[config.mk]
export PLATFORM = sky130hd
export DESIGN_NAME = nesp_status_regs
export DESIGN_NICKNAME = d
export VERILOG_FILES = /design/src/nesp_pkg.sv /design/src/nesp_status_regs.sv /design/src/nesp_parity_fmt.sv /design/src/nesp_cw_pack.sv
export SDC_FILE = /design/constraint.sdc
export NUM_CORES = 2
export LEC_CHECK = 0
export BUFFER_PORTS_ARGS = -buffer_cell sky130_fd_sc_hd__buf_2
export CAP_MARGIN = 20
export CORE_UTILIZATION = 50
export CTS_CLUSTER_SIZE = 20
export DETAILED_ROUTE_END_ITERATION = 10
export PLACE_DENSITY = 0.65
export SETUP_SLACK_MARGIN = 0.1
export SLEW_MARGIN = 5
export SYNTH_ARGS = -nofsm -noshare
export SYNTH_HDL_FRONTEND = slang
export SYNTH_SLANG_ARGS = --single-unit
export TNS_END_PERCENT = 30
[constraint.sdc]
create_clock -name clk -period 4.75 [get_ports clk]
set_input_delay 0.95 -clock clk [delete_from_list [all_inputs] [get_ports clk]]
set_output_delay 0.95 -clock clk [all_outputs]
set_load 0.03 [all_outputs]
[src/nesp_pkg.sv]
/*
 Constants shared by the NAND error-correction status and result block:
 register offsets, field positions, reset values and code sizes.
 Assumes byte addressing with one aligned 32-bit word per register.
*/
package nesp_pkg;

   // Register byte offsets.
   localparam logic [8:0]  OFF_SR1     = 9'h008;
   localparam logic [8:0]  OFF_PR0     = 9'h00C;
   localparam logic [8:0]  OFF_PR1     = 9'h010;
   localparam logic [8:0]  OFF_SR2     = 9'h014;
   localparam logic [8:0]  OFF_PR2     = 9'h018;
   localparam logic [8:0]  OFF_PR15    = 9'h04C;
   localparam logic [8:0]  OFF_CW0     = 9'h050;
   localparam logic [8:0]  OFF_CW79    = 9'h18C;

   // Reset value of every result and status register.
   localparam logic [31:0] REG_RESET   = 32'h0000_0000;

   // Correction type encodings; bit 2 set selects the four-error code.
   localparam logic [2:0]  CT_PAGE     = 3'h0;
   localparam logic [2:0]  CT_S256     = 3'h1;
   localparam logic [2:0]  CT_S512     = 3'h2;
   localparam int          CT_RS_BIT   = 2;

   // Register counts and code sizes.
   localparam int          NUM_PR      = 16;
   localparam int          NUM_CW      = 80;
   localparam int          CW_PER_SUB  = 10;
   localparam int          RED_WORDS   = 8;
   localparam int          RED_W       = 10;
   localparam int          BYTE_W      = 8;
   localparam int          S512_LAST   = 7;
   localparam logic [3:0]  RS_MAX_ERR  = 4'h4;

   // Status field positions: one nibble per sector, and the code summary.
   localparam int          SR_NIB_W    = 4;
   localparam int          SR_SGL_POS  = 1;
   localparam int          SR_MUL_POS  = 2;
   localparam int          SR_HI_BASE  = 8;
   localparam int          RS_MUL_POS  = 3;
   localparam int          RS_CNT_W    = 3;

   // Parity result field positions.
   localparam int          PR_PAR_LSB  = 12;
   localparam int          PR_ADR_LSB  = 3;
   localparam int          PR_BIT_W    = 3;

endpackage : nesp_pkg

[src/nesp_status_regs.sv]
/*
 Status and result registers of a NAND flash error-correction unit:
 per-sector error flags, the four-error code summary, parity results
 with the corrupted byte and bit address, and codeword/syndrome words.
 Assumes the correction engines run on clk and deliver one-cycle strobes.
*/
// Summary of operation
// - A sector's single-error flag is 1 after a read with one bad bit.
// - In whole-page mode only sector 0 flags are used; PR0/PR1 locate it.
// - In 256-byte mode sector flags 0..15 are used, in 512-byte mode 0..7; type 3 is ignored.
// - The four-error code corrects one 512-byte sub page per run.
// - More than four errors set the uncorrectable flag at status bit 3.
// - A new read/write command or software reset clears that flag.
// - With the flag clear, a 3-bit field gives zero to four errors.
// - In 256-byte mode a parity word holds 11 parity bits, bit 11 zero.
// - In 512-byte mode a parity word holds 12 parity bits, sectors 0..7.
// - A single-error read reports the corrupted byte address.
// - A single-error read reports the corrupted bit offset.
// - Eight 10-bit redundancy words are cut into ten bytes.
// - After a page write each byte sits in bits 7..0 of a codeword reg.
// - A sector's multi-error flag is 1 when more than one error is seen.
// - After a read the same registers hold ten syndrome words per sub page.
`timescale 1ns/1ns
module nesp_status_regs
   import nesp_pkg::*;
#(
   parameter int NUM_SECT = NUM_PR,
   parameter int NUM_CWR  = NUM_CW
)(
   // Clock and reset
   input  wire logic         clk,
   input  wire logic         nrst,
   // Register port
   input  wire logic [8:0]   regAddr,
   input  wire logic [31:0]  regWdata,
   input  wire logic         regWr,
   input  wire logic         regRd,
   output logic      [31:0]  regRdata,
   // Control
   input  wire logic         swReset,
   input  wire logic         cmdDetect,
   input  wire logic [2:0]   correctionType,
   // Hamming engine result
   input  wire logic         hamValid,
   input  wire logic [3:0]   hamSector,
   input  wire logic         hamSingle,
   input  wire logic         hamMulti,
   input  wire logic [15:0]  hamParity,
   input  wire logic [11:0]  hamWordAddr,
   input  wire logic [2:0]   hamBitOff,
   // Reed-Solomon engine result
   input  wire logic         rsDone,
   input  wire logic [3:0]   rsErrors,
   input  wire logic         rsWordsValid,
   input  wire logic [2:0]   rsSubPage,
   input  wire logic [79:0]  rsRedundancy,
   input  wire logic         synValid,
   input  wire logic [6:0]   synIndex,
   input  wire logic [7:0]   synWord,
   // Status view
   output logic      [15:0]  sectorSingleErrorFlag,
   output logic      [15:0]  sectorMultiErrorFlag,
   output logic              rsUncorrectableFlag,
   output logic      [2:0]   rsErrorCount
);

   // Mode decode.
   logic        isRs;
   logic        isPage;
   logic        is256;
   logic        is512;
   logic        hamOk;
   logic [3:0]  hamSect;

   assign isRs   = correctionType[CT_RS_BIT];
   assign isPage = (correctionType == CT_PAGE);
   assign is256  = (correctionType == CT_S256);
   assign is512  = (correctionType == CT_S512);
   // Reserved Hamming types drop their results rather than guess a layout.
   assign hamOk  = hamValid & (isPage | is256 | is512);
   assign hamSect = isPage ? 4'h0 : hamSector;

   // Parity word formatting.
   logic [31:0] fmtMain;
   logic [31:0] fmtAux;

   nesp_parity_fmt u_fmt (
      .corrType (correctionType),
      .parity   (hamParity),
      .wordAddr (hamWordAddr),
      .bitOff   (hamBitOff),
      .mainWord (fmtMain),
      .auxWord  (fmtAux)
   );

   // Per-sector flags and parity results.
   logic [NUM_SECT-1:0] singleQ;
   logic [NUM_SECT-1:0] multiQ;
   logic [31:0]         prQ [NUM_SECT];

   genvar i;
   generate
      for (i = 0; i < NUM_SECT; i++)
      begin : g_sect
         logic        flagHit;
         logic        prHit;
         logic        auxSel;
         logic [31:0] prD;

         assign flagHit = hamOk & (hamSect == 4'(i));
         // Whole-page mode also fills the second word with the parity.
         assign auxSel  = isPage & (i == 1);
         assign prHit   = flagHit | (hamOk & auxSel);
         assign prD     = auxSel ? fmtAux : fmtMain;

         always_ff @(posedge clk or negedge nrst)
         begin
            if (!nrst)
            begin
               singleQ[i] <= 1'b0;
               multiQ[i]  <= 1'b0;
            end
            else if (swReset)
            begin
               singleQ[i] <= 1'b0;
               multiQ[i]  <= 1'b0;
            end
            else if (flagHit)
            begin
               singleQ[i] <= hamSingle & ~hamMulti;
               multiQ[i]  <= hamMulti;
            end
         end

         // Address and bit fields are stored as delivered; with several
         // errors the engine's values carry no meaning.
         always_ff @(posedge clk or negedge nrst)
         begin
            if (!nrst)
               prQ[i] <= REG_RESET;
            else if (swReset)
               prQ[i] <= REG_RESET;
            else if (prHit)
               prQ[i] <= prD;
         end
      end
   endgenerate

   // Four-error code summary.
   logic       tooMany;
   logic       rsUncorrQ;
   logic [2:0] rsCountQ;

   assign tooMany = rsErrors > RS_MAX_ERR;

   // A result in the same cycle as a new command wins over the clear.
   always_ff @(posedge clk or negedge nrst)
   begin
      if (!nrst)
         rsUncorrQ <= 1'b0;
      else if (swReset)
         rsUncorrQ <= 1'b0;
      else if (rsDone & isRs)
         rsUncorrQ <= tooMany;
      else if (cmdDetect)
         rsUncorrQ <= 1'b0;
   end

   always_ff @(posedge clk or negedge nrst)
   begin
      if (!nrst)
         rsCountQ <= 3'h0;
      else if (swReset)
         rsCountQ <= 3'h0;
      else if (rsDone & isRs)
         rsCountQ <= tooMany ? 3'h0 : rsErrors[2:0];
   end

   // Codeword and syndrome words.
   logic [7:0] spareBytes [CW_PER_SUB];
   logic [7:0] cwQ [NUM_CWR];

   nesp_cw_pack u_pack (
      .redundancy (rsRedundancy),
      .cwBytes    (spareBytes)
   );

   genvar j;
   generate
      for (j = 0; j < NUM_CWR; j++)
      begin : g_cw
         logic wrHit;
         logic synHit;

         assign wrHit  = isRs & rsWordsValid
                         & (rsSubPage == 3'(j / CW_PER_SUB));
         assign synHit = isRs & synValid & (synIndex == 7'(j));

         always_ff @(posedge clk or negedge nrst)
         begin
            if (!nrst)
               cwQ[j] <= 8'h00;
            else if (swReset)
               cwQ[j] <= 8'h00;
            else if (wrHit)
               cwQ[j] <= spareBytes[j % CW_PER_SUB];
            else if (synHit)
               cwQ[j] <= synWord;
         end
      end
   endgenerate

   // Read decode.
   logic        hitSr1;
   logic        hitSr2;
   logic        hitPr;
   logic        hitCw;
   logic [8:0]  prOff;
   logic [8:0]  cwOff;
   logic [3:0]  prIdx;
   logic [6:0]  cwIdx;
   logic        prShown;
   logic [31:0] sr1Word;
   logic [31:0] sr2Ham;
   logic [31:0] sr2Rs;
   logic [31:0] readMux;

   assign prOff  = regAddr - OFF_PR2;
   assign cwOff  = regAddr - OFF_CW0;
   assign hitSr1 = (regAddr == OFF_SR1);
   assign hitSr2 = (regAddr == OFF_SR2);
   assign hitCw  = (regAddr[1:0] == 2'h0)
                   & (regAddr >= OFF_CW0) & (regAddr <= OFF_CW79);
   assign hitPr  = (regAddr == OFF_PR0) | (regAddr == OFF_PR1)
                   | ((regAddr[1:0] == 2'h0)
                      & (regAddr >= OFF_PR2) & (regAddr <= OFF_PR15));
   assign prIdx  = (regAddr == OFF_PR0) ? 4'h0 :
                   (regAddr == OFF_PR1) ? 4'h1 : 4'(prOff[8:2] + 7'h02);
   assign cwIdx  = cwOff[8:2];

   // Registers beyond the sectors of the active mode read as zero.
   assign prShown = is256
                  | (is512 & (prIdx <= 4'(S512_LAST)))
                  | (isPage & (prIdx <= 4'h1));

   generate
      for (i = 0; i < SR_HI_BASE; i++)
      begin : g_sr
         assign sr1Word[i*SR_NIB_W +: SR_NIB_W] =
            {1'b0, multiQ[i], singleQ[i], 1'b0};
         assign sr2Ham[i*SR_NIB_W +: SR_NIB_W] =
            {1'b0, multiQ[i+SR_HI_BASE], singleQ[i+SR_HI_BASE], 1'b0};
      end
   endgenerate

   assign sr2Rs = {28'h000_0000, rsUncorrQ, rsCountQ};

   assign readMux = hitSr1 ? (isRs ? REG_RESET : sr1Word) :
                    hitSr2 ? (isRs ? sr2Rs : sr2Ham) :
                    (hitPr & prShown & ~isRs) ? prQ[prIdx] :
                    hitCw ? {24'h00_0000, cwQ[cwIdx]} : REG_RESET;

   // Writes reach no storage; all registers here are read-only.
   always_ff @(posedge clk or negedge nrst)
   begin
      if (!nrst)
         regRdata <= REG_RESET;
      else if (regRd)
         regRdata <= readMux;
      else
         regRdata <= REG_RESET;
   end

   // Status view.
   assign sectorSingleErrorFlag = singleQ;
   assign sectorMultiErrorFlag  = multiQ;
   assign rsUncorrectableFlag   = rsUncorrQ;
   assign rsErrorCount          = rsCountQ;

endmodule : nesp_status_regs

[src/nesp_parity_fmt.sv]
/*
 Arranges one Hamming result (parity, corrupted byte address, bit offset)
 into the parity result register layout of the selected correction type.
 Assumes the inputs are steady while the caller samples the outputs.
*/
`timescale 1ns/1ns
module nesp_parity_fmt
   import nesp_pkg::*;
(
   // Selected correction type
   input  wire logic [2:0]  corrType,
   // Raw result
   input  wire logic [15:0] parity,
   input  wire logic [11:0] wordAddr,
   input  wire logic [2:0]  bitOff,
   // Formatted words
   output logic      [31:0] mainWord,
   output logic      [31:0] auxWord
);

   logic [31:0] pageWord;
   logic [31:0] s256Word;
   logic [31:0] s512Word;

   // Whole page: the address word, and parity alone in a second word.
   assign pageWord = {17'h0_0000, wordAddr, bitOff};
   // 256-byte sector: bit 11 always reads zero.
   assign s256Word = {9'h000, parity[10:0], 1'b0, wordAddr[7:0], bitOff};
   assign s512Word = {8'h00, parity[11:0], wordAddr[8:0], bitOff};

   assign mainWord = (corrType == CT_S256) ? s256Word :
                     (corrType == CT_S512) ? s512Word : pageWord;
   assign auxWord  = {16'h0000, parity};

endmodule : nesp_parity_fmt

[src/nesp_cw_pack.sv]
/*
 Cuts the concatenated redundancy words of one 512-byte sub page into
 bytes for the spare area; word 0 sits in the least significant bits.
 Assumes the caller captures the bytes on its own strobe.
*/
`timescale 1ns/1ns
module nesp_cw_pack
   import nesp_pkg::*;
#(
   parameter int WORDS = RED_WORDS,
   parameter int WW    = RED_W,
   parameter int BYTES = CW_PER_SUB
)(
   // Concatenated redundancy
   input  wire logic [WORDS*WW-1:0] redundancy,
   // Spare-area bytes
   output logic      [7:0]          cwBytes [BYTES]
);

   genvar k;
   generate
      for (k = 0; k < BYTES; k++)
      begin : g_byte
         assign cwBytes[k] = redundancy[k*BYTE_W +: BYTE_W];
      end
   endgenerate

endmodule : nesp_cw_pack

==> reports/metrics.cfg <==
[outcome]
outcome = complete, no violations

[floorplanning]
rows = 122
initial_utilization_pct = 50.6
core_um2 = 111000
fp.dieW_um = 337
dieArea_um2 = 114000
ioPinCount = 261
die_y_um = 337

[pwr]
total_power_mw = 23.2
power.internal_mw = 16.5
switching_share_pct = 28.7
power_frac_comb_pct = 14.9
p_per_area_nw_per_um2 = 366
p_clk_share_pct = 41.8
power_switching_mw = 6.67
p_seq_share_pct = 43.3
ir_drop_v = 0.000350
p_leak_nw = 26.4

[grt]
track_usage_pct = 42.1
antenna_found_initial = 28
grt_pass1_vias = 48600
grt_pass1_wl_um = 345000
grt_max_degree = 212
grt-ovfl-total = 0

[cts]
cts-root-buf = clkbuf_16
clk_path_buf_depth = 3
cts.sinks = 1088
cts_tree = yes
clk_pin_slew_ns = 0.06
htreeDepth = 3
post_cts_buffers = 0
numCtsBuffers = 120
cts_resized = 0
clkLatencyLatePin_ns = 0.75
holdBufCountCts = 0

[critical_path]
required_ns = 5.35
crit_type = in -> reg
cp_max_fo = 15
end_kind = register
critPathArrivalTime_ns = 4.51
start_kind = input pin

[route]
avgViaCountPerCell = 6.77
drt_first_iter_violations = 7887
drtPass1Iterations = 8
drtAntennaViolNets = 0
drc = 0
vias = 51800
wire_per_inst_um = 31.4
wl_um = 240000

[timing]
slew_headroom_pct = 15.1
fin_skew_ns = 0.0275
rsz0062_at_grt = no
final_hold_viol_count = 0
timing.final.crit_period_ns = 3.92
setup_tns_ns = 0
tightestPinTransition_ns = 1.26
whs_ns = 0.232
fmax_mhz = 255
timing.final.crit_share_pct = 82.4
setup_violations = 0
drv_slew = 0
fin_ws_ns = 0.834

[logic_synthesis]
synth_edf_count = 0
ys_seq_elements = 1088
synth.distinct_cells = 71
synth_area_um2 = 56200
synth_top_area_share_pct = 48.4
synth_common_cells = 1,390 x nand2_1, 1,088 x dfrtp_1, 967 x a21oi_1
ys_seq_area_share_pct = 48.4
syn_area_per_cell_um2 = 9.22
synth_ff_type = dfrtp_1
yosys.area.top_type = dfrtp_1
yosysWarnings = 0
synthTopCellsByArea = dfrtp_1 48%, nand2_1 9.3%, o31ai_1 8.8%
synth.most_common_cell = nand2_1
netlist_instances = 6102
synthArstFlopShare_pct = 100

[placement]
portBuffers = 223
dpl_cell_area_um2 = 59300
dpl.hpwl_um = 152000
dp.cells = 7410
gp_congestion = 1.06
place_ws_ns = 0.270

[hold_path]
hp-class = in -> async

[run]
drv_cap = 0

[cells_and_area]
drive_above_1_share_pct = 15.3
final.fill_count = 10000
num-nets-final = 6248
synthToLayoutAreaGrowth_pct = 12.8
final_cell_count_no_fill = 7650
final_core_util_pct = 57.1
final_area_um2 = 63400

## sequential cells by signal, summed over array words and instances, names as in the netlist
signal / cells
prQ: 384
regRdata: 28
cwQ: 640
rsUncorrectableFlag: 1
sectorSingleErrorFlag: 16
sectorMultiErrorFlag: 16
rsErrorCount: 3
## worst max-delay path, cell delays in order
cell	delay, ns
buf_2	0.21
inv_1	0.13
ha_1	0.55
buf_4	0.28
nor2b_2	0.13
buf_4	0.24
a22oi_1	0.32
a211oi_1	0.12
or4_1	0.64
a31oi_1	0.55
o21a_1	0.26
o21ai_0	0.11
## worst paths after layout
kind                            slack (ns)  depth (start not counted)        from          end
worst min-delay path                  0.23                          1        nrst     prQ[340]
worst max-delay path                  0.83                         12  regAddr[4]  regRdata[3]
worst min register to register        0.47                          2    cwQ[256]     cwQ[256]
max in group asynchronous             3.32                          2        nrst      cwQ[13]
worst max register to register        1.54                          8    cwQ[355]  regRdata[3]
min in group clk                      0.47                          2    cwQ[256]     cwQ[256]
## area by class of cell
class,instances,area [um2],area share [%]
flip-flops and latches,1088,27200,42.9
multi-input cells,4313,26400,41.6
repair buffers,506,3790,5.98
clock buffers,191,3720,5.86
well taps,1488,1860,2.93
clock inverters,27,328,0.517
inverters,19,71.3,0.112
diodes,18,45.0,0.0710
## metal layers
layer  global-route usage, %  routed length (um)  part of all wire, %
met1                    53.0               86800                   36
met2                    61.2              104000                   43
met3                    12.6               28400                   12
met4                    31.5               21600                  9.0
met5                       0                 178                0.074
## placed cells by master, fill, tap and decap left out, types with 7 or more instances in the layout
| cell type | synthesis | routed |
|---|---|---|
| nand2_1 | 1390 | 1387 |
| dfrtp_1 | 1088 | 1088 |
| a21oi_1 | 967 | 946 |
| o31ai_1 | 659 | 659 |
| buf_4 | 17 | 239 |
| buf_2 | 70 | 219 |
| o21ai_0 | 186 | 186 |
| mux4_2 | 176 | 176 |
| nand3b_1 | 171 | 171 |
| nand3_1 | 132 | 132 |
| clkbuf_16 | 0 | 125 |
| nor2_1 | 115 | 106 |
| nor2b_1 | 77 | 75 |
| a211oi_1 | 59 | 58 |
| and3_1 | 47 | 47 |
| a22oi_1 | 45 | 45 |
| buf_12 | 2 | 40 |
| clkbuf_8 | 0 | 35 |
| mux2i_1 | 33 | 33 |
| clkbuf_1 | 462 | 32 |
| o211ai_1 | 28 | 28 |
| a311oi_1 | 27 | 27 |
| a31oi_1 | 25 | 22 |
| a21oi_2 | 0 | 21 |
| diode_2 | 0 | 18 |
| inv_1 | 18 | 18 |
| nand4_1 | 14 | 14 |
| a221oi_1 | 14 | 14 |
| clkinv_2 | 0 | 14 |
| nor3_1 | 18 | 13 |
| a311o_1 | 12 | 12 |
| or2_2 | 10 | 10 |
| nor3_2 | 2 | 7 |
| ha_1 | 7 | 7 |
| bufinv_16 | 0 | 7 |
## power by group through the flow
stage | registers, mW | clock network, mW | logic [mW]
floorplan | 10.1 | 0 | 1.89
global placement | 10.2 | 0 | 3.30
detailed placement | 10.2 | 0 | 3.34
CTS | 10.0 | 9.72 | 3.35
global route | 10.1 | 10.1 | 3.60
finish | 10.0 | 9.69 | 3.46
## cells by family after synthesis
group           synth area share [%]
compound gates                  22.7
simple gates                    15.8
flops                           48.4
buf+inv                         5.12
mux                             7.67
xor+xnor                       0.125
fa+ha+maj                      0.156
other cells                  0.00667
Note: power is estimated with default switching activity, not from simulation.
